File: src/logic/ptw_defines.svh
// Offsets, reset values and timing figures for the trigger waveform timing block.
// Assumes a 16-bit host register port with byte addresses and a 10 MHz clock.
`ifndef PTW_DEFINES_SVH
`define PTW_DEFINES_SVH

// ==========================================================================
// Register byte offsets on the host register port
// ==========================================================================
`define PTW_ADDR_W              11
`define PTW_OFF_PULSE_WIDTH     11'h22A
`define PTW_OFF_CYCLE_WIDTH_LO  11'h22C
`define PTW_OFF_CYCLE_WIDTH_HI  11'h22E
`define PTW_OFF_COUNT           11'h230
`define PTW_OFF_PATTERN         11'h232
`define PTW_OFF_ITER_TIME_LO    11'h234
`define PTW_OFF_ITER_TIME_HI    11'h236

// ==========================================================================
// Reset values and timing
// ==========================================================================
`define PTW_REG_RESET           16'h0000
`define PTW_CLK_PERIOD_NS       32'h0000_0064
`define PTW_PW_STEP_SHIFT       3

`endif

File: src/logic/ptw_pkg.sv
// Types shared by the trigger waveform timing block.
// Assumes the constants header is compiled alongside it.
package ptw_pkg;

  // ========================================================================
  // Output pattern encodings of the 3-bit pattern field
  // ========================================================================
  typedef enum logic [2:0] {
    falling_edge_mode      = 3'h0,
    rising_edge_mode       = 3'h1,
    negative_pulse_mode    = 3'h2,
    positive_pulse_mode    = 3'h3,
    negative_periodic_mode = 3'h4,
    positive_periodic_mode = 3'h5,
    pattern_shift_mode     = 3'h6,
    reserved_mode          = 3'h7
  } ptw_mode_t;

  // ========================================================================
  // Sequencer states
  // ========================================================================
  typedef enum logic [1:0] {
    PTW_IDLE,
    PTW_RUN,
    PTW_WAIT,
    PTW_HOLD
  } ptw_state_t;

  // ========================================================================
  // Software-visible settings carried as one bundle
  // ========================================================================
  typedef struct packed {
    logic [15:0] pulse_width_reg;
    logic [15:0] cycle_width_low_reg;
    logic [15:0] cycle_width_high_reg;
    logic [15:0] count_reg;
    logic [15:0] pattern_reg;
    logic [15:0] iteration_time_low_reg;
    logic [15:0] iteration_time_high_reg;
  } ptw_cfg_t;

endpackage : ptw_pkg

File: src/logic/ptw_trigger_timing.sv
// Waveform timing and sequencing of one time-synchronised trigger output unit.
// Assumes start is a one-cycle pulse from on-chip time compare logic on the same clock.
//
// Summary of operation
// - Pulse or active phase lasts width times 8 ns.
// - Tail cascade pattern: repeat count is width plus one.
// - Cycle width is high:low words in ns.
// - Pattern mode uses cycle width per bit.
// - Periodic modes emit count cycles; zero endless.
// - Pattern mode emits count bits; zero endless.
// - Pattern register supplies levels in pattern mode.
// - Tail cascade periodic: iterations are pattern plus one.
// - Cascade adds iteration time to target time.
// - Pattern shifts LSB first and loops around.
// - Three-bit field selects seven output patterns.
// - Iteration time high word from separate register.
`timescale 1ns/1ps
`include "ptw_defines.svh"

module ptw_trigger_timing (
  input  wire logic                        clock,        // 10 MHz system clock.
  input  wire logic                        resetn,       // Asynchronous reset, active low.
  input  wire logic                        reg_wr,       // Register write strobe.
  input  wire logic                        reg_rd,       // Register read strobe.
  input  wire logic [`PTW_ADDR_W-1:0]      reg_addr,     // Register byte address.
  input  wire logic [15:0]                 reg_wdata,    // Register write data.
  output logic      [15:0]                 reg_rdata,    // Read data, one cycle after strobe.
  input  wire ptw_pkg::ptw_mode_t          out_mode,     // Output pattern select.
  input  wire logic                        trig_en,      // Unit enable level.
  input  wire logic                        cascade_en,   // Cascade mode level.
  input  wire logic                        tail_unit,    // A tail unit exists in the cascade.
  input  wire logic                        start,        // Target time reached pulse.
  input  wire logic [31:0]                 target_time,  // Current trigger target time.
  output logic                             trig_out,     // Trigger output level.
  output logic                             busy,         // Run or waiting for next iteration.
  output logic                             done,         // Sequence exhausted, holding.
  output logic      [31:0]                 next_target   // Next cascade trigger time.
);
  import ptw_pkg::*;

  // ========================================================================
  // Helper functions
  // ========================================================================
  // A phase is over once the elapsed time reaches its limit; a zero limit
  // ends the phase at once so that zero settings never hang the unit.
  function automatic logic phase_over(input logic [31:0] elapsed, input logic [31:0] limit);
    phase_over = (limit == 32'h0000_0000) || (elapsed >= limit);
  endfunction : phase_over

  // ========================================================================
  // Register storage and host access
  // ========================================================================
  ptw_cfg_t         cfg_q;        // Software settings.
  logic [15:0]      rdata_q;      // Registered read data.
  logic [15:0]      rdata_d;      // Read mux result.

  wire wr_pw   = reg_wr && (reg_addr == `PTW_OFF_PULSE_WIDTH);
  wire wr_cwl  = reg_wr && (reg_addr == `PTW_OFF_CYCLE_WIDTH_LO);
  wire wr_cwh  = reg_wr && (reg_addr == `PTW_OFF_CYCLE_WIDTH_HI);
  wire wr_cnt  = reg_wr && (reg_addr == `PTW_OFF_COUNT);
  wire wr_pat  = reg_wr && (reg_addr == `PTW_OFF_PATTERN);
  wire wr_itl  = reg_wr && (reg_addr == `PTW_OFF_ITER_TIME_LO);
  wire wr_ith  = reg_wr && (reg_addr == `PTW_OFF_ITER_TIME_HI);

  // Read mux; unmapped addresses return zero rather than stale data.
  always_comb begin
    case (reg_addr)
      `PTW_OFF_PULSE_WIDTH:    rdata_d = cfg_q.pulse_width_reg;
      `PTW_OFF_CYCLE_WIDTH_LO: rdata_d = cfg_q.cycle_width_low_reg;
      `PTW_OFF_CYCLE_WIDTH_HI: rdata_d = cfg_q.cycle_width_high_reg;
      `PTW_OFF_COUNT:          rdata_d = cfg_q.count_reg;
      `PTW_OFF_PATTERN:        rdata_d = cfg_q.pattern_reg;
      `PTW_OFF_ITER_TIME_LO:   rdata_d = cfg_q.iteration_time_low_reg;
      `PTW_OFF_ITER_TIME_HI:   rdata_d = cfg_q.iteration_time_high_reg;
      default:                 rdata_d = 16'h0000;
    endcase
  end

  // Settings update; each word is written whole, no byte lanes.
  always_ff @(posedge clock or negedge resetn) begin
    if (!resetn) begin
      cfg_q <= {7{`PTW_REG_RESET}};
    end else begin
      if (wr_pw)  cfg_q.pulse_width_reg         <= reg_wdata;
      if (wr_cwl) cfg_q.cycle_width_low_reg     <= reg_wdata;
      if (wr_cwh) cfg_q.cycle_width_high_reg    <= reg_wdata;
      if (wr_cnt) cfg_q.count_reg               <= reg_wdata;
      if (wr_pat) cfg_q.pattern_reg             <= reg_wdata;
      if (wr_itl) cfg_q.iteration_time_low_reg  <= reg_wdata;
      if (wr_ith) cfg_q.iteration_time_high_reg <= reg_wdata;
    end
  end

  // Read data is captured on the read strobe and held until the next one.
  always_ff @(posedge clock or negedge resetn) begin
    if (!resetn) rdata_q <= 16'h0000;
    else if (reg_rd) rdata_q <= rdata_d;
  end

  // ========================================================================
  // Derived timing values and mode decode
  // ========================================================================
  // Pulse width in ns: eight ns per step.
  wire [31:0] pw_ns = {13'h0000, cfg_q.pulse_width_reg, 3'h0};
  // Cycle or bit width assembled from its two words, in ns.
  wire [31:0] cycle_ns = {cfg_q.cycle_width_high_reg, cfg_q.cycle_width_low_reg};
  // Iteration cycle time assembled from its two words, in ns.
  wire [31:0] iter_ns = {cfg_q.iteration_time_high_reg, cfg_q.iteration_time_low_reg};

  wire is_edge  = (out_mode == falling_edge_mode) || (out_mode == rising_edge_mode);
  wire is_pulse = (out_mode == negative_pulse_mode) || (out_mode == positive_pulse_mode);
  wire is_pat   = (out_mode == pattern_shift_mode);
  wire is_rsvd  = (out_mode == reserved_mode);
  // Odd codes are the positive flavours; their resting level is low.
  wire act_lvl  = out_mode[0];
  wire idle_lvl = is_pat ? 1'b0 : ~out_mode[0];

  // ========================================================================
  // Sequencer
  // ========================================================================
  ptw_state_t  state_q, state_d;   // Sequencer state.
  logic [31:0] elapsed_q, elapsed_d; // Time spent in the current cycle or bit.
  logic [15:0] unit_q, unit_d;     // Cycles or bits emitted in this run.
  logic [15:0] rep_q, rep_d;       // Repetitions finished.
  logic [3:0]  bit_q, bit_d;       // Pattern bit position.
  logic        hold_q, hold_d;     // Level held after the sequence ends.
  logic        out_q, out_d;       // Trigger output.
  logic [31:0] next_q;             // Next cascade trigger time.

  wire [31:0] elapsed_nx = elapsed_q + `PTW_CLK_PERIOD_NS;
  wire        unit_end   = phase_over(elapsed_nx, cycle_ns);
  wire        pulse_end  = phase_over(elapsed_nx, pw_ns);
  // A zero count never matches, so the run continues without end.
  wire        last_unit  = (cfg_q.count_reg != 16'h0000) &&
                           ((unit_q + 16'h0001) == cfg_q.count_reg);
  wire        run_end    = is_pulse ? pulse_end : (unit_end && last_unit);
  // Tail cascade repeat limit: pattern mode uses the width word, else the pattern word.
  wire [15:0] rep_limit  = is_pat ? cfg_q.pulse_width_reg : cfg_q.pattern_reg;
  wire        endless    = cascade_en && !tail_unit;
  wire        more_reps  = cascade_en && (endless || (rep_q != rep_limit));
  wire        begin_ok   = trig_en && start && (state_q != PTW_RUN);

  // Next-state logic and the level the output takes one edge later.
  always_comb begin
    state_d   = state_q;
    elapsed_d = elapsed_q;
    unit_d    = unit_q;
    rep_d     = rep_q;
    bit_d     = bit_q;
    hold_d    = hold_q;
    out_d     = idle_lvl;
    case (state_q)
      PTW_RUN: begin
        if (is_pat) begin
          out_d = cfg_q.pattern_reg[bit_q];
        end else begin
          out_d = (elapsed_q < pw_ns) ? act_lvl : idle_lvl;
        end
        // A pulse times against its width only; restarting at each cycle end would
        // let a short cycle setting stretch the pulse without limit.
        elapsed_d = (unit_end && !is_pulse) ? 32'h0000_0000 : elapsed_nx;
        if (unit_end) begin
          unit_d = unit_q + 16'h0001;
          bit_d  = bit_q + 4'h1;
        end
        if (run_end) begin
          // Another iteration waits for the next target time; otherwise hold.
          if (more_reps) begin
            state_d = PTW_WAIT;
            rep_d   = rep_q + 16'h0001;
          end else begin
            state_d = PTW_HOLD;
            hold_d  = idle_lvl;
          end
        end
      end
      PTW_HOLD: out_d = hold_q;
      default:  out_d = idle_lvl;
    endcase
    if (begin_ok) begin
      elapsed_d = 32'h0000_0000;
      unit_d    = 16'h0000;
      if (state_q != PTW_WAIT) begin
        rep_d = 16'h0000;
        bit_d = 4'h0;
      end
      if (is_edge || is_rsvd) begin
        // Edges switch once and stay; the unused code just stays idle.
        state_d = PTW_HOLD;
        hold_d  = is_edge ? act_lvl : idle_lvl;
        out_d   = hold_d;
      end else begin
        state_d = PTW_RUN;
      end
    end
    if (!trig_en) begin
      state_d = PTW_IDLE;
      out_d   = idle_lvl;
    end
  end

  // State registers; the always_comb above carries all decisions.
  always_ff @(posedge clock or negedge resetn) begin
    if (!resetn) begin
      state_q   <= PTW_IDLE;
      elapsed_q <= 32'h0000_0000;
      unit_q    <= 16'h0000;
      rep_q     <= 16'h0000;
      bit_q     <= 4'h0;
      hold_q    <= 1'b0;
      out_q     <= 1'b0;
    end else begin
      state_q   <= state_d;
      elapsed_q <= elapsed_d;
      unit_q    <= unit_d;
      rep_q     <= rep_d;
      bit_q     <= bit_d;
      hold_q    <= hold_d;
      out_q     <= out_d;
    end
  end

  // ========================================================================
  // Cascade next trigger time
  // ========================================================================
  // Captured at each accepted start in cascade mode; the total waveform must fit inside the
  // iteration time, which this block trusts software to ensure.
  always_ff @(posedge clock or negedge resetn) begin
    if (!resetn) next_q <= 32'h0000_0000;
    else if (begin_ok && cascade_en) next_q <= target_time + iter_ns;
  end

  // ========================================================================
  // Status flags, registered so every output comes from a flip-flop
  // ========================================================================
  logic busy_q; // Running or between iterations.
  logic done_q; // Holding after the sequence.

  always_ff @(posedge clock or negedge resetn) begin
    if (!resetn) begin
      busy_q <= 1'b0;
      done_q <= 1'b0;
    end else begin
      busy_q <= (state_d == PTW_RUN) || (state_d == PTW_WAIT);
      done_q <= (state_d == PTW_HOLD);
    end
  end

  assign reg_rdata   = rdata_q;
  assign trig_out    = out_q;
  assign busy        = busy_q;
  assign done        = done_q;
  assign next_target = next_q;

endmodule : ptw_trigger_timing

File: config.mk
export PLATFORM = sky130hd
export DESIGN_NAME = ptw_trigger_timing
export DESIGN_NICKNAME = d
export VERILOG_FILES = /design/src/logic/ptw_pkg.sv /design/src/logic/ptw_trigger_timing.sv
export VERILOG_INCLUDE_DIRS = /design/src /design/src/logic
export SDC_FILE = /design/constraint.sdc
export NUM_CORES = 1
export LEC_CHECK = 0
export BUFFER_PORTS_ARGS = -buffer_cell sky130_fd_sc_hd__buf_2
export CAP_MARGIN = 10
export CELL_PAD_IN_SITES_DETAIL_PLACEMENT = 0
export CELL_PAD_IN_SITES_GLOBAL_PLACEMENT = 1
export CORE_MARGIN = 2
export CORE_UTILIZATION = 40
export DETAILED_ROUTE_END_ITERATION = 10
export PLACE_DENSITY_LB_ADDON = 0.3
export SLEW_MARGIN = 20
export SYNTH_ARGS = -nofsm -noshare
export SYNTH_HDL_FRONTEND = slang
export SYNTH_SLANG_ARGS = --single-unit
File: constraint.sdc
create_clock -name clock -period 6.6 [get_ports clock]
set_input_delay 0.33 -clock clock [delete_from_list [all_inputs] [get_ports clock]]
set_output_delay 0.33 -clock clock [all_outputs]
set_load 0.01 [all_outputs]
==> results_dict.tcl <==
set metrics [dict create \
    clock.fmax_mhz 218 \
    path_class "flip-flop to flip-flop" \
    layout.cells.most_common_list "232 x sky130_fd_sc_hd__dfrtp_1, 129 x sky130_fd_sc_hd__mux2_2, 119 x sky130_fd_sc_hd__buf_2" \
    gr-usage-all-layers_pct 24.2 \
    place.detailed.instances 2155 \
    root_buffer "sky130_fd_sc_hd__clkbuf_16" \
    postLayoutCellArea_mm2 0.0173 \
    pin_count_of_the_biggest_net_entering_global_routing 151 \
    netlist-cell-type-count 87 \
    die-width_um 200 \
    hold_path.startpoint "trig_en" \
    hold_path_depth 3 \
    worst_clock_skew_ns 0.0189 \
    htree_levels 1 \
    synth-warning-count 0 \
    netlist_area_mm2 0.0153 \
    cts_buffer_depth 3 \
    cts_tree "done" \
    cts_buffers 28 \
    maxCapViolCount 0 \
    average_instance_area_after_synthesis_um2 9.59 \
    first_global_vias 12200 \
    layout_commonest_cell "sky130_fd_sc_hd__dfrtp_1" \
    grt_antenna_before_repair 1 \
    final_antenna_net_count 0 \
    drt-vias-per-instance 5.81 \
    synth.yosys.seq_area_share_pct 37.9 \
    post_layout_nonfiller_instances 2208 \
    rr_endpoint "elapsed_q[20]$_DFFE_PN0P_" \
    setup-tns-final_ns 0 \
    endpoint_of_the_worst_hold_path "state_q[1]$_DFF_PN0_" \
    run_status "finished clean" \
    report.final.hold_viol_count 0 \
    r2r-start "elapsed_q[10]$_DFFE_PN0P_" \
    synth_seq_cells 232 \
    drt_drc_violations_left 0 \
    timing.final.crit_period_ns 4.58 \
    post_drt_wl_per_cell_um 21.7 \
    die_height_um 200 \
    post_cts.resized_instances 0 \
    num_vias 12800 \
    place.port_buffers 120 \
    worst_reg2reg_path_length_in_cells 15 \
    cp.required_ns 7.08 \
    cts_num_sinks 232 \
    share_of_final_layout_standard_cells_stronger_than_drive_strength_1_pct 20.5 \
    synth_enable_flop_cells 0 \
    die_area_mm2 0.0398 \
    dpl_cell_area_mm2 0.0163 \
    drtIter0Drc 924 \
    cellPowerDensity_mw_per_mm2 221 \
    synth.net_count 1762 \
    worstMarginPinSlew_ns 1.02 \
    synth-main-ff-cell "sky130_fd_sc_hd__dfrtp_1" \
    rows 71 \
    final_max_slew_viol_count 0 \
    max-slew-margin-rel_pct 31.8 \
    areaGrowthSynthToFinish_pct 13.3 \
    io-pin-count 121 \
    route.final.wire_length_mm 47.9 \
    critPathMaxFanout 24 \
    netlist_instances 1596 \
    fin_crit_sh_pct 69.4 \
    half_perimeter_wire_length_after_detailed_placement_mm 35.7 \
    grt_first_pass_wirelength_mm 73.4 \
    core_area_mm2 0.0377 \
    arrival_time_at_the_worst_endpoint_ns 5.05 \
    cp-start-kind "flip-flop" \
    start_util_pct 40.6 \
    maximum_vdd_drop_v 0.000232 \
    clkTransAtPathRegs_ns 0.06 \
    setup_violating_endpoint_count_in_the_final_report 0 \
    gp_congestion 0.881 \
    synthArstFlopShare_pct 100 \
    drtPass1Iterations 5 \
    p_leak_uw 0.00793 \
    timing.hold.worst.class "primary input to flip-flop" \
    finish.net_count 1841 \
    rsz0062_at_grt "false" \
    worst_skew_pair.late_latency_ns 0.57 \
    reg2reg_slack_ns 2.02 \
    grt_overflow 0 \
    worst_setup_path_end_kind "flip-flop" \
]
kinds of logic (layout without fill, tap and decap cells):
family	count (synthesis)	in the layout	synth area share (%)
XOR/XNOR	93	93	5.41
adder cells (fa/ha/maj)	96	96	7.90
flip-flops	232	232	37.9
AND/OR/NAND/NOR	415	415	14.1
buffers and inverters	184	284	4.72
AO/OA/AOI/OAI	435	435	19.2
other	0	1	0
multiplexers	141	141	10.7
sequential cells by signal, indices dropped and copies added, names as in the netlist, 2 cells and up:
name and flops:
rep_q 16, state_q 2, cfg_q 112, unit_q 16, next_target 32, elapsed_q 30
bit_q 4, reg_rdata 16
through the flow:
step           hold slack [ns]  utilization, %  power [uW]  setup slack [ns]
3_3_place_gp             0.351            43.3        2140              2.11
5_1_grt                  0.121            46.0        3990              1.62
6_report                 0.113            46.0        3830              2.02
4_1_cts                 0.0840            46.0        3860              2.04
3_5_place_dp             0.353            43.3        2160              2.05
2_1_floorplan           0.0344               -        1920              2.87
how the worst max path moves through the flow:
stage	startpoint	cells past startpoint	slack [ns]	end
6_report	elapsed_q[10]$_DFFE_PN0P_	15	2.02	elapsed_q[20]$_DFFE_PN0P_
5_1_grt	elapsed_q[10]$_DFFE_PN0P_	15	1.62	elapsed_q[20]$_DFFE_PN0P_
4_1_cts	elapsed_q[2]$_DFFE_PN0P_	16	2.04	rep_q[11]$_DFF_PN0_
3_5_place_dp	elapsed_q[2]$_DFFE_PN0P_	16	2.05	rep_q[11]$_DFF_PN0_
3_3_place_gp	elapsed_q[2]$_DFFE_PN0P_	16	2.11	elapsed_q[27]$_DFFE_PN0P_
2_1_floorplan	elapsed_q[10]$_DFFE_PN0P_	15	2.87	busy$_DFF_PN0_
synth_stat cells (all sizes together), types with 15 or more instances:
library cell / number / area [um2]
nand2b: 17 / 106
dfrtp: 232 / 5810
o22ai: 36 / 225
clkbuf: 67 / 251
a21o: 30 / 225
nor2: 73 / 274
a22o: 21 / 184
mux2: 129 / 1450
ha: 95 / 1190
nor3: 20 / 105
nand4: 31 / 194
xnor2: 58 / 508
nor4: 28 / 203
o31ai: 15 / 113
a22oi: 32 / 240
a21oi: 86 / 438
nand2: 117 / 439
inv: 103 / 387
nand3: 45 / 248
xor2: 34 / 298
and3: 18 / 118
o21ai: 117 / 597
power by group:
part | internal [uW] | switching, uW
Combinational | 215 | 350
Sequential | 1490 | 73.4
Clock | 1050 | 653
critical path, stage by stage, from the launching register on:
cell	delay, ns
sky130_fd_sc_hd__dfrtp_1	0.50
sky130_fd_sc_hd__nand3_2	0.20
sky130_fd_sc_hd__nor4_4	0.60
sky130_fd_sc_hd__nand2_1	0.26
sky130_fd_sc_hd__nor2_1	0.17
sky130_fd_sc_hd__xor2_1	0.21
sky130_fd_sc_hd__ha_1	0.27
sky130_fd_sc_hd__a21o_1	0.18
sky130_fd_sc_hd__a21oi_1	0.15
sky130_fd_sc_hd__nor2b_1	0.06
sky130_fd_sc_hd__o21ai_0	0.17
sky130_fd_sc_hd__o2111ai_1	0.27
sky130_fd_sc_hd__o21ai_1	0.28
sky130_fd_sc_hd__and2_1	0.84
sky130_fd_sc_hd__a21oi_1	0.14
sky130_fd_sc_hd__o21ai_0	0.18
what timing repair did:
item / CTS / global route
setup buffers: 0 / 0
hold buffers: 1 / 0
endpoints found under the hold margin: 82 / 0
area by class of cell:
| cell class | count | area, um2 |
|---|---|---|
| Antenna cell | 1 | 2.50 |
| Clock buffer | 36 | 802 |
| Clock inverter | 15 | 208 |
| Fill cell | 3719 | 20300 |
| Inverter | 103 | 387 |
| Multi-Input combinational cell | 1180 | 8790 |
| Sequential cell | 232 | 5810 |
| Tap cell | 511 | 639 |
| Timing Repair Buffer | 130 | 701 |
metal layers:
metal | wire length (um) | global-route usage, %
met1 | 22200 | 34.8
met5 | 0 | 0
met2 | 21300 | 37.2
met4 | 1070 | 5.57
met3 | 3410 | 4.83
Note: power is estimated with default switching activity, not from simulation.
